==> src/cfs_consts.svh <==
// Constants for the charger fault supervisor and its vehicle-side controller.
// Assumes one 20 MHz clock shared by both ends and an active-low asynchronous reset.
`ifndef CFS_CONSTS_SVH
`define CFS_CONSTS_SVH

`define CFS_CLK_HZ          20000000
`define CFS_WD_MS           1000
`define CFS_PRI_MS          3000
`define CFS_PSTAGE_MS       10000
`define CFS_CALM_MIN        5
`define CFS_CMD_MS          100
`define CFS_BIT_RATE        1000000
`define CFS_MS_CYC          (`CFS_CLK_HZ / 1000)
`define CFS_BIT_CYC         (`CFS_CLK_HZ / `CFS_BIT_RATE)
`define CFS_RETRY_MAX       3'h5
`define CFS_BLINK_MS        250
`define CFS_CMD_ID          11'h190
`define CFS_B_SUMMARY       12
`define CFS_B_OCP           18
`define CFS_B_OTP           20
`define CFS_B_OVP_HW        21
`define CFS_B_OVP_SW        22
`define CFS_B_WD            24
`define CFS_B_FWRST         25
`define CFS_B_PRI           26
`define CFS_B_PSTAGE        28
`define CFS_B_CAL           30

`endif

==> src/cfs_pkg.sv <==
// Types shared by the supervisor and the controller.
// Assumes cfs_consts.svh is on the include path.
package cfs_pkg;
    typedef logic [31:0] cfs_status_t;
    typedef logic [3:0]  cfs_prof_t;
    typedef logic [15:0] cfs_volt_t;
endpackage

==> src/cfs_link_if.sv <==
// Interface carrying decoded CAN traffic between controller and supervisor.
// Assumes framing on the wire is handled elsewhere; a command is a one-cycle strobe.
`timescale 1ns/1ps
`default_nettype none
interface cfs_link_if;
    import cfs_pkg::*;
    logic        cmd_valid;
    logic [10:0] cmd_id;
    logic        clear_faults_request;
    logic        power_stage_request;
    cfs_volt_t   volt_setpoint;
    cfs_status_t module_status_message;
    cfs_prof_t   profile_fault_message;
    logic        status_valid;

    modport secondary_unit
    (
        input  cmd_valid, cmd_id, clear_faults_request, power_stage_request, volt_setpoint,
        output module_status_message, profile_fault_message, status_valid
    );
    modport controller
    (
        output cmd_valid, cmd_id, clear_faults_request, power_stage_request, volt_setpoint,
        input  module_status_message, profile_fault_message, status_valid
    );
endinterface
`default_nettype wire

==> src/cfs_tick.sv <==
// Millisecond tick divider shared by both ends.
// Assumes the core clock runs at the rate in cfs_consts.svh.
`timescale 1ns/1ps
`default_nettype none
`include "cfs_consts.svh"
module cfs_tick
#(
    parameter int CYC = `CFS_MS_CYC
)
(
    input  wire logic core_clk,
    input  wire logic rst_n,
    output logic      tick
);
    typedef struct packed
    {
        logic [15:0] cnt;
    } cfs_tick_s;
    cfs_tick_s s_q;
    cfs_tick_s s_d;

    always_comb
    begin
        s_d = s_q;
        if (s_q.cnt == 16'(CYC - 1))
            s_d.cnt = 16'h0000;
        else
            s_d.cnt = s_q.cnt + 16'h0001;
    end

    always_ff @(posedge core_clk or negedge rst_n)
    begin
        if (!rst_n)
            s_q <= '0;
        else
            s_q <= s_d;
    end

    assign tick = (s_q.cnt == 16'(CYC - 1));
endmodule
`default_nettype wire

==> src/cfs_supervisor.sv <==
// Fault supervisor of the secondary unit.
// Assumes fault detector inputs are synchronous levels and commands arrive as one-cycle strobes.
`timescale 1ns/1ps
`default_nettype none
`include "cfs_consts.svh"
module cfs_supervisor
#(
    parameter int WD_MS     = `CFS_WD_MS,
    parameter int PRI_MS    = `CFS_PRI_MS,
    parameter int PSTAGE_MS = `CFS_PSTAGE_MS,
    parameter int CALM_MS   = `CFS_CALM_MIN * 60 * 1000,
    parameter int MS_CYC    = `CFS_MS_CYC,
    parameter int BIT_RATE  = `CFS_BIT_RATE
)
(
    input  wire logic            core_clk,
    input  wire logic            rst_n,
    cfs_link_if.secondary_unit   link,
    input  wire logic            profile_mode,
    input  wire logic            external_charge_enable,
    input  wire logic            sleep_mode,
    input  wire logic            charging,
    input  wire logic            over_current,
    input  wire logic            over_temp,
    input  wire logic            over_volt_hard,
    input  wire logic            over_volt_soft,
    input  wire logic            firmware_reset,
    input  wire logic            primary_unit_fault,
    input  wire logic            out_above_demand,
    input  wire cfs_pkg::cfs_volt_t battery_volt,
    input  wire logic            calibration_bad,
    input  wire logic            bad_profile_fault,
    input  wire logic            battery_temp_fault,
    input  wire logic            profile_battery_issue,
    input  wire logic            battery_volt_fault,
    output logic                 power_enable,
    output logic                 fault_lamp,
    output logic [31:0]          can_bit_cycles
);
    import cfs_pkg::*;
    typedef struct packed
    {
        logic        ocp;
        logic        otp;
        logic        ovp_hw;
        logic        ovp_sw;
        logic        wd;
        logic        fwrst;
        logic        pri;
        logic        pstage;
        logic        cal;
        logic        locked;
        logic        was_fault;
        logic        pwr_was_on;
        logic        lamp;
        logic [2:0]  retries;
        logic [15:0] wd_ms;
        logic [15:0] pri_ms;
        logic [15:0] ps_ms;
        logic [15:0] blink_ms;
        logic [19:0] calm_ms;
        cfs_status_t status;
        cfs_prof_t   prof;
        logic        outp;
    } cfs_sup_s;
    cfs_sup_s s_q;
    cfs_sup_s s_d;
    logic     ms;
    logic     cmd_ok;
    logic     clr;
    logic     cycle_on;
    logic     any_fault;

    cfs_tick #(.CYC(MS_CYC)) u_tick
    (
        .core_clk (core_clk),
        .rst_n    (rst_n),
        .tick     (ms)
    );

    assign cmd_ok   = link.cmd_valid && (link.cmd_id == `CFS_CMD_ID);
    assign clr      = cmd_ok && link.clear_faults_request && !profile_mode;
    assign cycle_on = cmd_ok && link.power_stage_request && !s_q.pwr_was_on;

    always_comb
    begin
        s_d = s_q;
        if (cmd_ok)
            s_d.pwr_was_on = link.power_stage_request;
        // --------------------------------------------------------------------
        // Watchdog
        // --------------------------------------------------------------------
        if (cmd_ok || profile_mode)
            s_d.wd_ms = 16'h0000;
        else if (ms && s_q.wd_ms != 16'(WD_MS))
            s_d.wd_ms = s_q.wd_ms + 16'h0001;
        if (clr)
            s_d.wd = 1'b0;
        if (!profile_mode && !cmd_ok && s_q.wd_ms == 16'(WD_MS))
            s_d.wd = 1'b1;
        // --------------------------------------------------------------------
        // Latching faults: cleared by power cycle in CAN mode, retried in profile mode
        // --------------------------------------------------------------------
        if (profile_mode)
        begin
            if (!s_q.locked)
            begin
                s_d.ocp    = 1'b0;
                s_d.ovp_hw = 1'b0;
                s_d.ovp_sw = 1'b0;
                s_d.fwrst  = 1'b0;
            end
        end
        else if (cycle_on)
        begin
            s_d.ocp    = 1'b0;
            s_d.ovp_hw = 1'b0;
            s_d.ovp_sw = 1'b0;
            s_d.fwrst  = 1'b0;
        end
        if (over_current)
            s_d.ocp = 1'b1;
        if (over_volt_hard)
            s_d.ovp_hw = 1'b1;
        if (over_volt_soft)
            s_d.ovp_sw = 1'b1;
        if (firmware_reset)
            s_d.fwrst = 1'b1;
        // --------------------------------------------------------------------
        // Self-clearing faults, and the calibration fault cleared by a clear request in CAN mode
        // --------------------------------------------------------------------
        s_d.otp = over_temp;
        if (primary_unit_fault)
        begin
            s_d.pri    = 1'b1;
            s_d.pri_ms = 16'h0000;
        end
        else if (s_q.pri && ms)
        begin
            if (s_q.pri_ms == 16'(PRI_MS - 1))
                s_d.pri = 1'b0;
            else
                s_d.pri_ms = s_q.pri_ms + 16'h0001;
        end
        if (charging && out_above_demand)
        begin
            if (ms && s_q.ps_ms != 16'(PSTAGE_MS))
                s_d.ps_ms = s_q.ps_ms + 16'h0001;
        end
        else
            s_d.ps_ms = 16'h0000;
        if (link.volt_setpoint > battery_volt)
            s_d.pstage = 1'b0;
        if ((charging && s_q.ps_ms == 16'(PSTAGE_MS)) || (!charging && out_above_demand))
            s_d.pstage = 1'b1;
        if (clr)
            s_d.cal = 1'b0;
        if (calibration_bad)
            s_d.cal = 1'b1;
        // --------------------------------------------------------------------
        // Retry counting and lockout
        // --------------------------------------------------------------------
        if (profile_mode && any_fault && !s_q.was_fault && !s_q.locked)
        begin
            if (s_q.retries == `CFS_RETRY_MAX)
                s_d.locked = 1'b1;
            else
                s_d.retries = s_q.retries + 3'h1;
        end
        s_d.was_fault = any_fault;
        if (any_fault)
            s_d.calm_ms = 20'h00000;
        else if (ms)
        begin
            if (s_q.calm_ms == 20'(CALM_MS - 1))
            begin
                s_d.calm_ms = 20'h00000;
                s_d.retries = 3'h0;
            end
            else
                s_d.calm_ms = s_q.calm_ms + 20'h00001;
        end
        // --------------------------------------------------------------------
        // Reporting and output
        // --------------------------------------------------------------------
        s_d.status                   = '0;
        s_d.status[`CFS_B_OCP]       = s_q.ocp;
        s_d.status[`CFS_B_OTP]       = s_q.otp;
        s_d.status[`CFS_B_OVP_HW]    = s_q.ovp_hw;
        s_d.status[`CFS_B_OVP_SW]    = s_q.ovp_sw;
        s_d.status[`CFS_B_WD]        = s_q.wd;
        s_d.status[`CFS_B_FWRST]     = s_q.fwrst;
        s_d.status[`CFS_B_PRI]       = s_q.pri;
        s_d.status[`CFS_B_PSTAGE]    = s_q.pstage;
        s_d.status[`CFS_B_CAL]       = s_q.cal;
        s_d.prof = profile_mode ? {battery_volt_fault, profile_battery_issue,
                                   battery_temp_fault, bad_profile_fault} : 4'h0;
        s_d.status[`CFS_B_SUMMARY]   = any_fault || (s_d.prof != 4'h0);
        s_d.outp = !any_fault && (link.volt_setpoint > battery_volt) &&
                   (profile_mode ? (external_charge_enable && !sleep_mode)
                                 : s_q.pwr_was_on);
        if (!any_fault)
        begin
            s_d.lamp     = 1'b0;
            s_d.blink_ms = 16'h0000;
        end
        else if (ms)
        begin
            if (s_q.blink_ms == 16'(`CFS_BLINK_MS - 1))
            begin
                s_d.blink_ms = 16'h0000;
                s_d.lamp     = !s_q.lamp;
            end
            else
                s_d.blink_ms = s_q.blink_ms + 16'h0001;
        end
    end

    assign any_fault = s_q.ocp | s_q.otp | s_q.ovp_hw | s_q.ovp_sw | s_q.wd | s_q.fwrst |
                       s_q.pri | s_q.pstage | s_q.cal | s_q.locked | (|s_q.prof);

    always_ff @(posedge core_clk or negedge rst_n)
    begin
        if (!rst_n)
            s_q <= '0;
        else
            s_q <= s_d;
    end

    assign power_enable               = s_q.outp;
    assign fault_lamp                 = s_q.lamp;
    assign link.module_status_message = s_q.status;
    assign link.profile_fault_message = s_q.prof;
    assign link.status_valid          = 1'b1;
    assign can_bit_cycles             = 32'(`CFS_CLK_HZ / BIT_RATE);
endmodule
`default_nettype wire

==> src/flat_wrapper.sv <==
// flat-port wrapper written by rule: the top's interface ports become plain ports
module cfs_supervisor_flat import cfs_pkg::*;
#(
    parameter int WD_MS     = `CFS_WD_MS,
    parameter int PRI_MS    = `CFS_PRI_MS,
    parameter int PSTAGE_MS = `CFS_PSTAGE_MS,
    parameter int CALM_MS   = `CFS_CALM_MIN * 60 * 1000,
    parameter int MS_CYC    = `CFS_MS_CYC,
    parameter int BIT_RATE  = `CFS_BIT_RATE
)
  (core_clk, rst_n, profile_mode, external_charge_enable, sleep_mode, charging, over_current, over_temp, over_volt_hard, over_volt_soft, firmware_reset, primary_unit_fault, out_above_demand, battery_volt, calibration_bad, bad_profile_fault, battery_temp_fault, profile_battery_issue, battery_volt_fault, power_enable, fault_lamp, can_bit_cycles, link_cmd_valid, link_cmd_id, link_clear_faults_request, link_power_stage_request, link_volt_setpoint, link_module_status_message, link_profile_fault_message, link_status_valid);
  cfs_link_if link_i ();
  input  wire logic core_clk;
  input  wire logic rst_n;
  input  wire logic profile_mode;
  input  wire logic external_charge_enable;
  input  wire logic sleep_mode;
  input  wire logic charging;
  input  wire logic over_current;
  input  wire logic over_temp;
  input  wire logic over_volt_hard;
  input  wire logic over_volt_soft;
  input  wire logic firmware_reset;
  input  wire logic primary_unit_fault;
  input  wire logic out_above_demand;
  input  wire cfs_pkg::cfs_volt_t battery_volt;
  input  wire logic calibration_bad;
  input  wire logic bad_profile_fault;
  input  wire logic battery_temp_fault;
  input  wire logic profile_battery_issue;
  input  wire logic battery_volt_fault;
  output logic power_enable;
  output logic fault_lamp;
  output logic [31:0] can_bit_cycles;
  input wire logic [$bits(link_i.cmd_valid)-1:0] link_cmd_valid;
  input wire logic [$bits(link_i.cmd_id)-1:0] link_cmd_id;
  input wire logic [$bits(link_i.clear_faults_request)-1:0] link_clear_faults_request;
  input wire logic [$bits(link_i.power_stage_request)-1:0] link_power_stage_request;
  input wire logic [$bits(link_i.volt_setpoint)-1:0] link_volt_setpoint;
  output wire logic [$bits(link_i.module_status_message)-1:0] link_module_status_message;
  output wire logic [$bits(link_i.profile_fault_message)-1:0] link_profile_fault_message;
  output wire logic [$bits(link_i.status_valid)-1:0] link_status_valid;
  assign link_i.cmd_valid = link_cmd_valid;
  assign link_i.cmd_id = link_cmd_id;
  assign link_i.clear_faults_request = link_clear_faults_request;
  assign link_i.power_stage_request = link_power_stage_request;
  assign link_i.volt_setpoint = link_volt_setpoint;
  assign link_module_status_message = link_i.module_status_message;
  assign link_profile_fault_message = link_i.profile_fault_message;
  assign link_status_valid = link_i.status_valid;
  cfs_supervisor #(.WD_MS(WD_MS), .PRI_MS(PRI_MS), .PSTAGE_MS(PSTAGE_MS), .CALM_MS(CALM_MS), .MS_CYC(MS_CYC), .BIT_RATE(BIT_RATE)) u_core (.core_clk(core_clk), .rst_n(rst_n), .link(link_i), .profile_mode(profile_mode), .external_charge_enable(external_charge_enable), .sleep_mode(sleep_mode), .charging(charging), .over_current(over_current), .over_temp(over_temp), .over_volt_hard(over_volt_hard), .over_volt_soft(over_volt_soft), .firmware_reset(firmware_reset), .primary_unit_fault(primary_unit_fault), .out_above_demand(out_above_demand), .battery_volt(battery_volt), .calibration_bad(calibration_bad), .bad_profile_fault(bad_profile_fault), .battery_temp_fault(battery_temp_fault), .profile_battery_issue(profile_battery_issue), .battery_volt_fault(battery_volt_fault), .power_enable(power_enable), .fault_lamp(fault_lamp), .can_bit_cycles(can_bit_cycles));
endmodule
==> config.mk <==
export PLATFORM = sky130hd
export DESIGN_NAME = cfs_supervisor_flat
export DESIGN_NICKNAME = d
export VERILOG_FILES = /design/src/cfs_pkg.sv /design/src/cfs_link_if.sv /design/src/cfs_tick.sv /design/src/cfs_supervisor.sv /design/src/flat_wrapper.sv
export VERILOG_INCLUDE_DIRS = /design/src
export SDC_FILE = /design/constraint.sdc
export NUM_CORES = 1
export LEC_CHECK = 0
export ABC_AREA = 1
export BUFFER_PORTS_ARGS = -buffer_cell sky130_fd_sc_hd__buf_4
export CELL_PAD_IN_SITES_DETAIL_PLACEMENT = 1
export CELL_PAD_IN_SITES_GLOBAL_PLACEMENT = 2
export CORE_MARGIN = 4
export CORE_UTILIZATION = 30
export DETAILED_ROUTE_END_ITERATION = 8
export PLACE_DENSITY = 0.8
export SYNTH_ARGS = -nofsm -noshare
export SYNTH_HDL_FRONTEND = slang
export SYNTH_SLANG_ARGS = --single-unit
export TNS_END_PERCENT = 100
==> constraint.sdc <==
create_clock -name core_clk -period 1.5 [get_ports core_clk]
set_input_delay 0.3 -clock core_clk [delete_from_list [all_inputs] [get_ports core_clk]]
set_output_delay 0.3 -clock core_clk [all_outputs]
set_load 0.02 [all_outputs]
==> impl_results.md, run 1 <==
* FF-to-FF Start: u_core.u_tick.s_q[0]$_DFF_PN0_
* Post-synthesis adder-cell area fraction at 0.0413
* Register-to-Register Setup Slack at -0.27 ns
* EDFF count, synth at 0
* Htree depth at 4
* DRT Pass-1 Iters at 4
* Clock latency on the worst-skew pair at around 0.43 ns
* Post-synthesis cell count at roughly 1.1k
* Failing checks: setup timing
* CP endpoint kind: register
* Post-synth top flop: dfrtp_1
* P_leak at 5.80 nW
* Final non-filler cell total at about 1.7k
* CTS tree: done
* CTS clk-pin slew, worst paths at 0.07 ns
* Post-layout power at 8.63 mW
* Count of final hold-check violations at 0
* Avg WL per Cell at 15.5 um
* Yosys reg bits at 131
* Xor-xnor portion of the synthesized cell area at 0.0513
* Post-route clock period utilization at 1.18
* Internal at 6.26 mW
* I/O Buffers at 79
* Critical Path RT at 1.86 ns
* Starting Density at 0.305
* Die area at 0.0300 mm^2
* Hold Slack at 0.0483 ns
* Sw frac at 0.275
* Worst path arrival time at 2.13 ns
* CP startpoint: u_core.u_tick.s_q[0]$_DFF_PN0_
* Outcome: finished with violations
* Distinct cells, synth at 44
* First-pass GRT wire length at roughly 42 mm
* Synthesized area at 0.00819 mm^2
* Ant. Diodes at 0
* Final worst slack at -0.271 ns
* Avg Cell Area, Syn at roughly 7.7 um^2
* Max_cap viols at 0
* Synth Area in Simple Gates at 0.297
* Final Skew at ~0.0099 ns
* Logic gate share of total power at 0.100
* Share of layout cells above drive strength 1 at 0.369
* Initial antenna violation count at 0
* IO Count at 135
* Detailed Route WL at 26.9 mm
* Vias per cell at 4.63
* Total global routing overflow at 0
* Tot GR Track Use at 0.170
* Vias in the first global route at 8490
* Critical Path Fanout Max at 7
* Compound-cell area share of the yosys netlist at 0.0681
* Post-synthesis sequential area ratio at 0.400
* Ys async rst share at 1.00
* RSZ-0062 raised after global routing: true
* Number of buffers created by CTS at 17
* Final net count at 1474
* Hold_sp: calibration_bad
* Crit path kind: reg2reg
* Fmax at 565 MHz
* Largest net degree at the start of global routing at 47
* Register share of total power at 0.419
* Gpl congestion at 0.826
* Dpl hpwl at around 19 mm
* DIE HEIGHT at 173 um
* Max clock buf depth at 2
* Std cell rows at 60
* Via count at 8037
* Setup TNS at -15.48 ns
* Hold Crit Class: in2reg
* Drt initial violations at between 300 and 400
* Core Footprint at ~0.027 mm^2
* Mux cell area share after synthesis at 0
* Largest family of logic cells by synthesized area: simple AND/OR/NAND/NOR gates
* Die X at 173 um
* Endpoints failing setup at 98
* DP Cell Count at 1671
* Switch Pwr at 2.37 mW
* Peak VDD IR at 0.000571 V
* Detailed-route DRC error count at 0
* CP startpoint kind: register
* Sink Count at 131
* YS warnings at 0
* Clock Power Share at 0.481
* Root Buffer: clkbuf_16
* Fin crit period at 1.77 ns
* P&R area growth vs syn at 48.0%
* Fin. max-slew vios at 0
* DRT antenna net count at 0
* PD cells at 712 mW/mm^2
-- final timing paths --
check                                                             endpoint  depth (start not counted)
setup / recovery                                u_core.s_q[48]$_DFFE_PN0P_                         12
hold / removal                                  u_core.s_d[35]$_DFFE_PN0P_                          2
setup reg to reg                                u_core.s_q[48]$_DFFE_PN0P_                         12
min in group asynchronous  u_core.link.module_status_message[30]$_DFF_PN0_                          2
max in group asynchronous                       u_core.s_q[98]$_DFFE_PN0P_                          3
hold reg to reg            u_core.link.module_status_message[20]$_DFF_PN0_                          0
-- power groups by stage --
| stage | clock [mW] | combinational (mW) | sequential (mW) |
|---|---|---|---|
| 2_1_floorplan | 0 | 0.503 | 3.68 |
| 3_3_place_gp | 0 | 0.792 | 3.68 |
| 3_5_place_dp | 0 | 0.808 | 3.68 |
| 4_1_cts | 4.23 | 0.855 | 3.61 |
| 5_1_grt | 4.40 | 0.957 | 3.62 |
| 6_report | 4.15 | 0.865 | 3.62 |
-- Yosys cell counts, types with 2 or more instances --
cell,instances,area (um^2)
buf_4,70,526
nand4_1,26,163
ha_1,27,338
o22ai_1,2,12.5
inv_1,130,488
nor2_1,128,480
conb_1,2,7.51
nor2_2,9,56.3
buf_6,5,56.3
o31ai_1,8,60.1
xor2_1,44,385
dfrtp_1,131,3280
nand3b_1,8,60.1
o21ai_1,12,60.1
nor4_1,6,37.5
nand3_2,3,30.0
a21oi_1,24,120
inv_2,8,30.0
nand2_2,8,50.1
a21o_1,2,15.0
nand2_1,222,833
buf_2,3,15.0
nor3_1,38,190
a31oi_1,2,12.5
o21ai_0,42,210
clkbuf_1,2,7.51
nand3_1,79,395
xnor2_1,4,35.0
inv_4,2,12.5
nand2_4,3,33.8
a31o_2,4,35.0
-- layout make-up --
cell class | instances | area (um^2)
inverter | 141 | 572
clock inverter | 15 | 146
clock buffer | 17 | 425
timing repair inverter | 2 | 17.5
sequential | 131 | 3280
multi-input combinational | 769 | 4610
fill | 3257 | 14800
tap | 341 | 427
timing repair buffer | 321 | 2640
-- per-stage QoR --
step | cell area [um^2] | utilization | worst slack (ns)
6_report | 12100 | 0.451 | -0.271
5_1_grt | 12100 | 0.451 | -0.384
4_1_cts | 11700 | 0.434 | -0.186
3_5_place_dp | 10500 | 0.389 | -0.311
3_3_place_gp | 10500 | 0.389 | -0.284
2_1_floorplan | 8430 | - | -0.0441
-- critical path, cell delays in order, from the launching register on --
cell       delay, ns
dfrtp_1         0.37
ha_2            0.21
nand2_2         0.06
inv_2           0.07
nand2_2         0.05
nor2_2          0.10
nand2_2         0.09
buf_12          0.16
nand2_8         0.11
buf_12          0.15
clkinv_8        0.07
nor2_2          0.10
a2bb2oi_1       0.15
-- flip-flops by register name (all words and copies together), names as in the netlist --
register,count
u_core.fault_lamp,1
u_core.u_tick.s_q,16
u_core.s_d,9
u_core.s_q,90
u_core.link.profile_fault_message,4
u_core.power_enable,1
u_core.link.module_status_message,10
-- layer usage --
layer  part of all wire  routed length, um  GRT usage
met2               0.52              13900      0.302
met3              0.028                742     0.0246
met5                  0                  0          0
met4              0.019                519     0.0522
met1               0.44              11800      0.214
-- cell families after synthesis --
group / count (synthesis)
compound gates: 100
xor+xnor: 48
fa+ha+maj: 27
buf+inv: 222
flops: 131
other cells: 2
simple gates: 537
-- repair_timing --
action                                  4_1_cts  5_1_grt
cloned                                        4        0
endpoints found under the setup margin       98      107
hold buffers                                  2        0
endpoints found under the hold margin        52        0
resized for setup                           125      100
buffers inserted                             20       19
pin swaps                                    41       42
-- cells in the final DEF (no fill, tap or decap), types with 5 or more instances in the layout --
cell       netlist  routed
nor2_2           9      17
nor2_1         128     106
o21ai_0         42      16
nand4_1         26      26
inv_2            8      14
buf_12           1       9
o31ai_1          8       6
o21ai_2          1      14
nand3_1         79      66
nand2_2          8      23
nor2_4           0      14
nand2_4          3      15
nand3_2          3      12
conb_1           2      55
o21ai_1         12      24
a21oi_1         24      19
nand2_8          1       6
clkbuf_16        0      17
dfrtp_1        131     131
inv_1          130     120
a21oi_2          0       5
nand3b_1         8       8
nor3_2           1       9
buf_6            5      29
buf_4           70     280
inv_6            0       8
nor4_1           6       5
xor2_1          44      42
nand2_1        222     192
nor3_1          38      29
ha_1            27      22
No activity file was read; power rests on OpenSTA's default activity.
==> run 2, diff against run 1 <==
- ABC_AREA: 1 -> not set
- CORE_UTILIZATION: 30 -> 31
- PLACE_DENSITY: 0.8 -> 0.79
==> run 2 against run 1 <==
Compared with the run above:
- the run still ends with setup timing left
- total power is 1.7% lower
- area after synthesis down 6.2%
- count of clock-buffer cells in the layout unchanged
- flip-flop and latch count stayed put
- clock skew increased by 0.0022 ns
- critical path type unchanged
- largest power group unchanged
==> impl_results.md, run 2 <==
* Register share of total power at 0.423 (+0.004)
* Std cell rows at 57 (-5.0%)
* Largest cells by area after synthesis: dfrtp_1, buf_4, ha_1
* Failing checks: setup timing
* Cell area after layout at 0.0120 mm^2 (-1.0%)
* Vias per cell at 5.09 (+10%)
* Core Footprint at 0.0243 mm^2 (-9.5%)
* Post-synthesis cell count at 831 (-22%)
* Max clock buf depth at 2 (unchanged)
* Commonest non-fill, non-tap cell in the layout: buf_4
* Post-synth top area cell: dfrtp_1
* Largest register by flop count: u_core.s_q
* Root Buffer: clkbuf_16
* DRT Pass-1 Iters at 4 (unchanged)
* First-pass GRT wire length at 40.9 mm (-2.6%)
* Crit path kind: reg2reg
* Via count at 7655 (-4.8%)
* Sink Count at 131 (unchanged)
* Pre-CTS setup slack at -0.853 ns (-0.542 ns)
* Max_cap viols at 0 (unchanged)
* Commonest cells in the netlist: dfrtp_1, buf_4, nor2_1
* Reg2reg end: u_core.s_q[55]$_DFFE_PN0P_
* Total global routing overflow at 0 (unchanged)
* Dpl hpwl at 17.7 mm (-7.2%)
* Synthesized area at 0.00768 mm^2 (-6.2%)
* Number of buffers created by CTS at 17 (unchanged)
* Post-route clock period utilization at 1.60 (+0.420)
* Share of layout cells above drive strength 1 at 0.450 (+0.0811)
* Vias in the first global route at 7884 (-7.1%)
* Ys async rst share at 1.00 (unchanged)
* Register-to-Register Path Depth at 7 (-5)
* Hold Path Sink: u_core.s_d[23]$_DFFE_PN0P_
* Hold Crit Depth at 2 (unchanged)
* CTS tree: done
* Drt initial violations at 348 (-2.5%)
* RSZ-0062 raised after global routing: true
* Logic gate share of total power at 0.076 (-0.024)
* Worst path arrival time at 2.75 ns (+0.62 ns)
* Critical Path Fanout Max at 8 (+1)
* Clock Power Share at 0.501 (+0.020)
* Switch Pwr at 2.30 mW (-2.8%)
* Sw frac at 0.272 (-0.00304)
* Initial antenna violation count at 0 (unchanged)
* Final Util at 0.493 (+0.0422)
* Fin. max-slew vios at 0 (unchanged)
* P_leak at 5.39 nW (-7.0%)
* DIE HEIGHT at 165 um (-4.5%)
* Yosys reg bits at 131 (unchanged)
* Clock latency on the worst-skew pair at 0.44 ns (about the same)
* Synth top area share at 0.427 (+0.0265)
* Htree depth at 4 (unchanged)
* Avg WL per Cell at 18.6 um (+20%)
* Outcome: finished with violations
* Final Skew at 0.0121 ns (+0.00218 ns)
* Distinct cells, synth at 65 (+48%)
* CTS clk-pin slew, worst paths at 0.07 ns (about the same)
* CP endpoint kind: register
* FILL cells at 2706 (-17%)
* Largest net degree at the start of global routing at 49 (+4.3%)
* Fmax at 416 MHz (-26%)
* Count of final hold-check violations at 0 (unchanged)
* Final worst slack at -0.901 ns (-0.630 ns)
* Die X at 165 um (-4.5%)
* Die area at 0.0274 mm^2 (-8.8%)
* Avg Cell Area, Syn at 9.24 um^2 (+20%)
* Max FFs per register at 90 (unchanged)
* FF-to-FF Start: u_core.u_tick.s_q[13]$_DFF_PN0_
* Tot GR Track Use at 0.188 (+0.0180)
* Post-layout power at 8.48 mW (-1.7%)
* Internal at 6.18 mW (-1.3%)
* IO Count at 135 (unchanged)
* Ant. Diodes at 0 (unchanged)
* EDFF count, synth at 0 (unchanged)
* Detailed Route WL at 28.0 mm (+4.0%)
* Gpl congestion at 0.863 (+4.4%)
* Hold Slack at 0.0405 ns (-0.00782 ns)
* DRT antenna net count at 0 (unchanged)
* Critical Path RT at 1.84 ns (-0.02 ns)
* Fin crit period at 2.40 ns (+0.630 ns)
* Cell with the most instances after synthesis: dfrtp_1
* P&R area growth vs syn at 56.1%
* Post-synth top flop: dfrtp_1
* Register-to-Register Setup Slack at -0.90 ns (-0.63 ns)
* Area of placed instances at 0.0102 mm^2 (-2.9%)
* Most frequent cells in the layout: buf_4, dfrtp_1, nor2_1
* PD cells at 707 mW/mm^2 (-0.70%)
* Hold_sp: over_current
* Endpoints failing setup at 102 (+4.1%)
* YS warnings at 0 (unchanged)
* Detailed-route DRC error count at 0 (unchanged)
* Hold Crit Class: in2reg
* Post-synthesis sequential area ratio at 0.427 (+0.0265)
* CP startpoint kind: register
* Peak VDD IR at 0.000790 V (+38%)
* Final net count at 1258 (-15%)
* Starting Density at 0.316 (+0.0111)
* I/O Buffers at 79 (unchanged)
## run 2: worst max-delay path, cell delays in order, from the launching register on
cell     delay [ns]
dfrtp_1        0.40
or4_4          0.56
buf_4          0.17
nor4_4         0.25
o31ai_4        0.20
buf_4          0.19
or3_1          0.33
a31oi_1        0.21
## run 2: cell type report
type,instances,area (um^2),share of cell area
Tap cell,324,405,0.0338
Clock inverter,15,160,0.0134
Inverter,38,143,0.0119
Multi-Input combinational cell,619,4590,0.383
Sequential cell,131,3280,0.274
Clock buffer,17,425,0.0355
Timing Repair Buffer,360,2990,0.249
## run 2: per-stage QoR
stage          setup TNS, ns  cells
2_1_floorplan         -45.94    884
3_3_place_gp          -58.39   1417
3_5_place_dp          -62.44   1417
4_1_cts               -61.08   1480
5_1_grt               -75.74   1504
6_report              -66.98   1504
## run 2: how the worst max path moves through the flow
stage	depth (start not counted)	start	to	slack (ns)
after floorplan	6	u_core.s_q[101]$_DFFE_PN0P_	u_core.s_q[104]$_DFFE_PN0P_	-0.77
after global placement	7	u_core.u_tick.s_q[15]$_DFF_PN0_	u_core.s_q[118]$_DFFE_PN0P_	-0.80
after detailed placement	7	u_core.u_tick.s_q[15]$_DFF_PN0_	u_core.s_q[118]$_DFFE_PN0P_	-0.85
after CTS	7	u_core.u_tick.s_q[5]$_DFF_PN0_	u_core.s_q[120]$_DFFE_PN0P_	-0.81
after global routing	7	u_core.u_tick.s_q[15]$_DFF_PN0_	u_core.s_q[118]$_DFFE_PN0P_	-0.99
final	7	u_core.u_tick.s_q[13]$_DFF_PN0_	u_core.s_q[55]$_DFFE_PN0P_	-0.90
## run 2: power groups by stage
stage          combinational, mW  sequential (mW)  clock (mW)
3_3_place_gp               0.624             3.65           0
2_1_floorplan              0.419             3.64           0
4_1_cts                    0.644             3.59        4.28
5_1_grt                    0.709             3.59        4.46
6_report                   0.643             3.59        4.25
3_5_place_dp               0.635             3.65           0
## run 2: logic make-up (layout without fill, tap and decap cells)
logic type,count (synthesis),in the layout,synth area share
other,2,55,0.000978
flip-flops,131,131,0.427
AND/OR/NAND/NOR,339,339,0.247
AO/OA/AOI/OAI,145,145,0.119
buffers and inverters,134,430,0.101
XOR/XNOR,44,44,0.0502
multiplexers,9,9,0.0121
adder cells (fa/ha/maj),27,27,0.0440
## run 2: repair_timing
| action | CTS | global route |
|---|---|---|
| resized for setup | 107 | 88 |
| cloned | 1 | 0 |
| setup buffers | 31 | 34 |
| setup endpoints to repair | 104 | 104 |
| hold buffers | 2 | 0 |
| pin swaps | 45 | 80 |
| hold endpoints to repair | 24 | 0 |
## run 2: layer usage
metal,track usage,part of all wire
met3,0.0308,0.035
met5,0,0
met4,0.0727,0.028
met1,0.235,0.41
met2,0.325,0.53
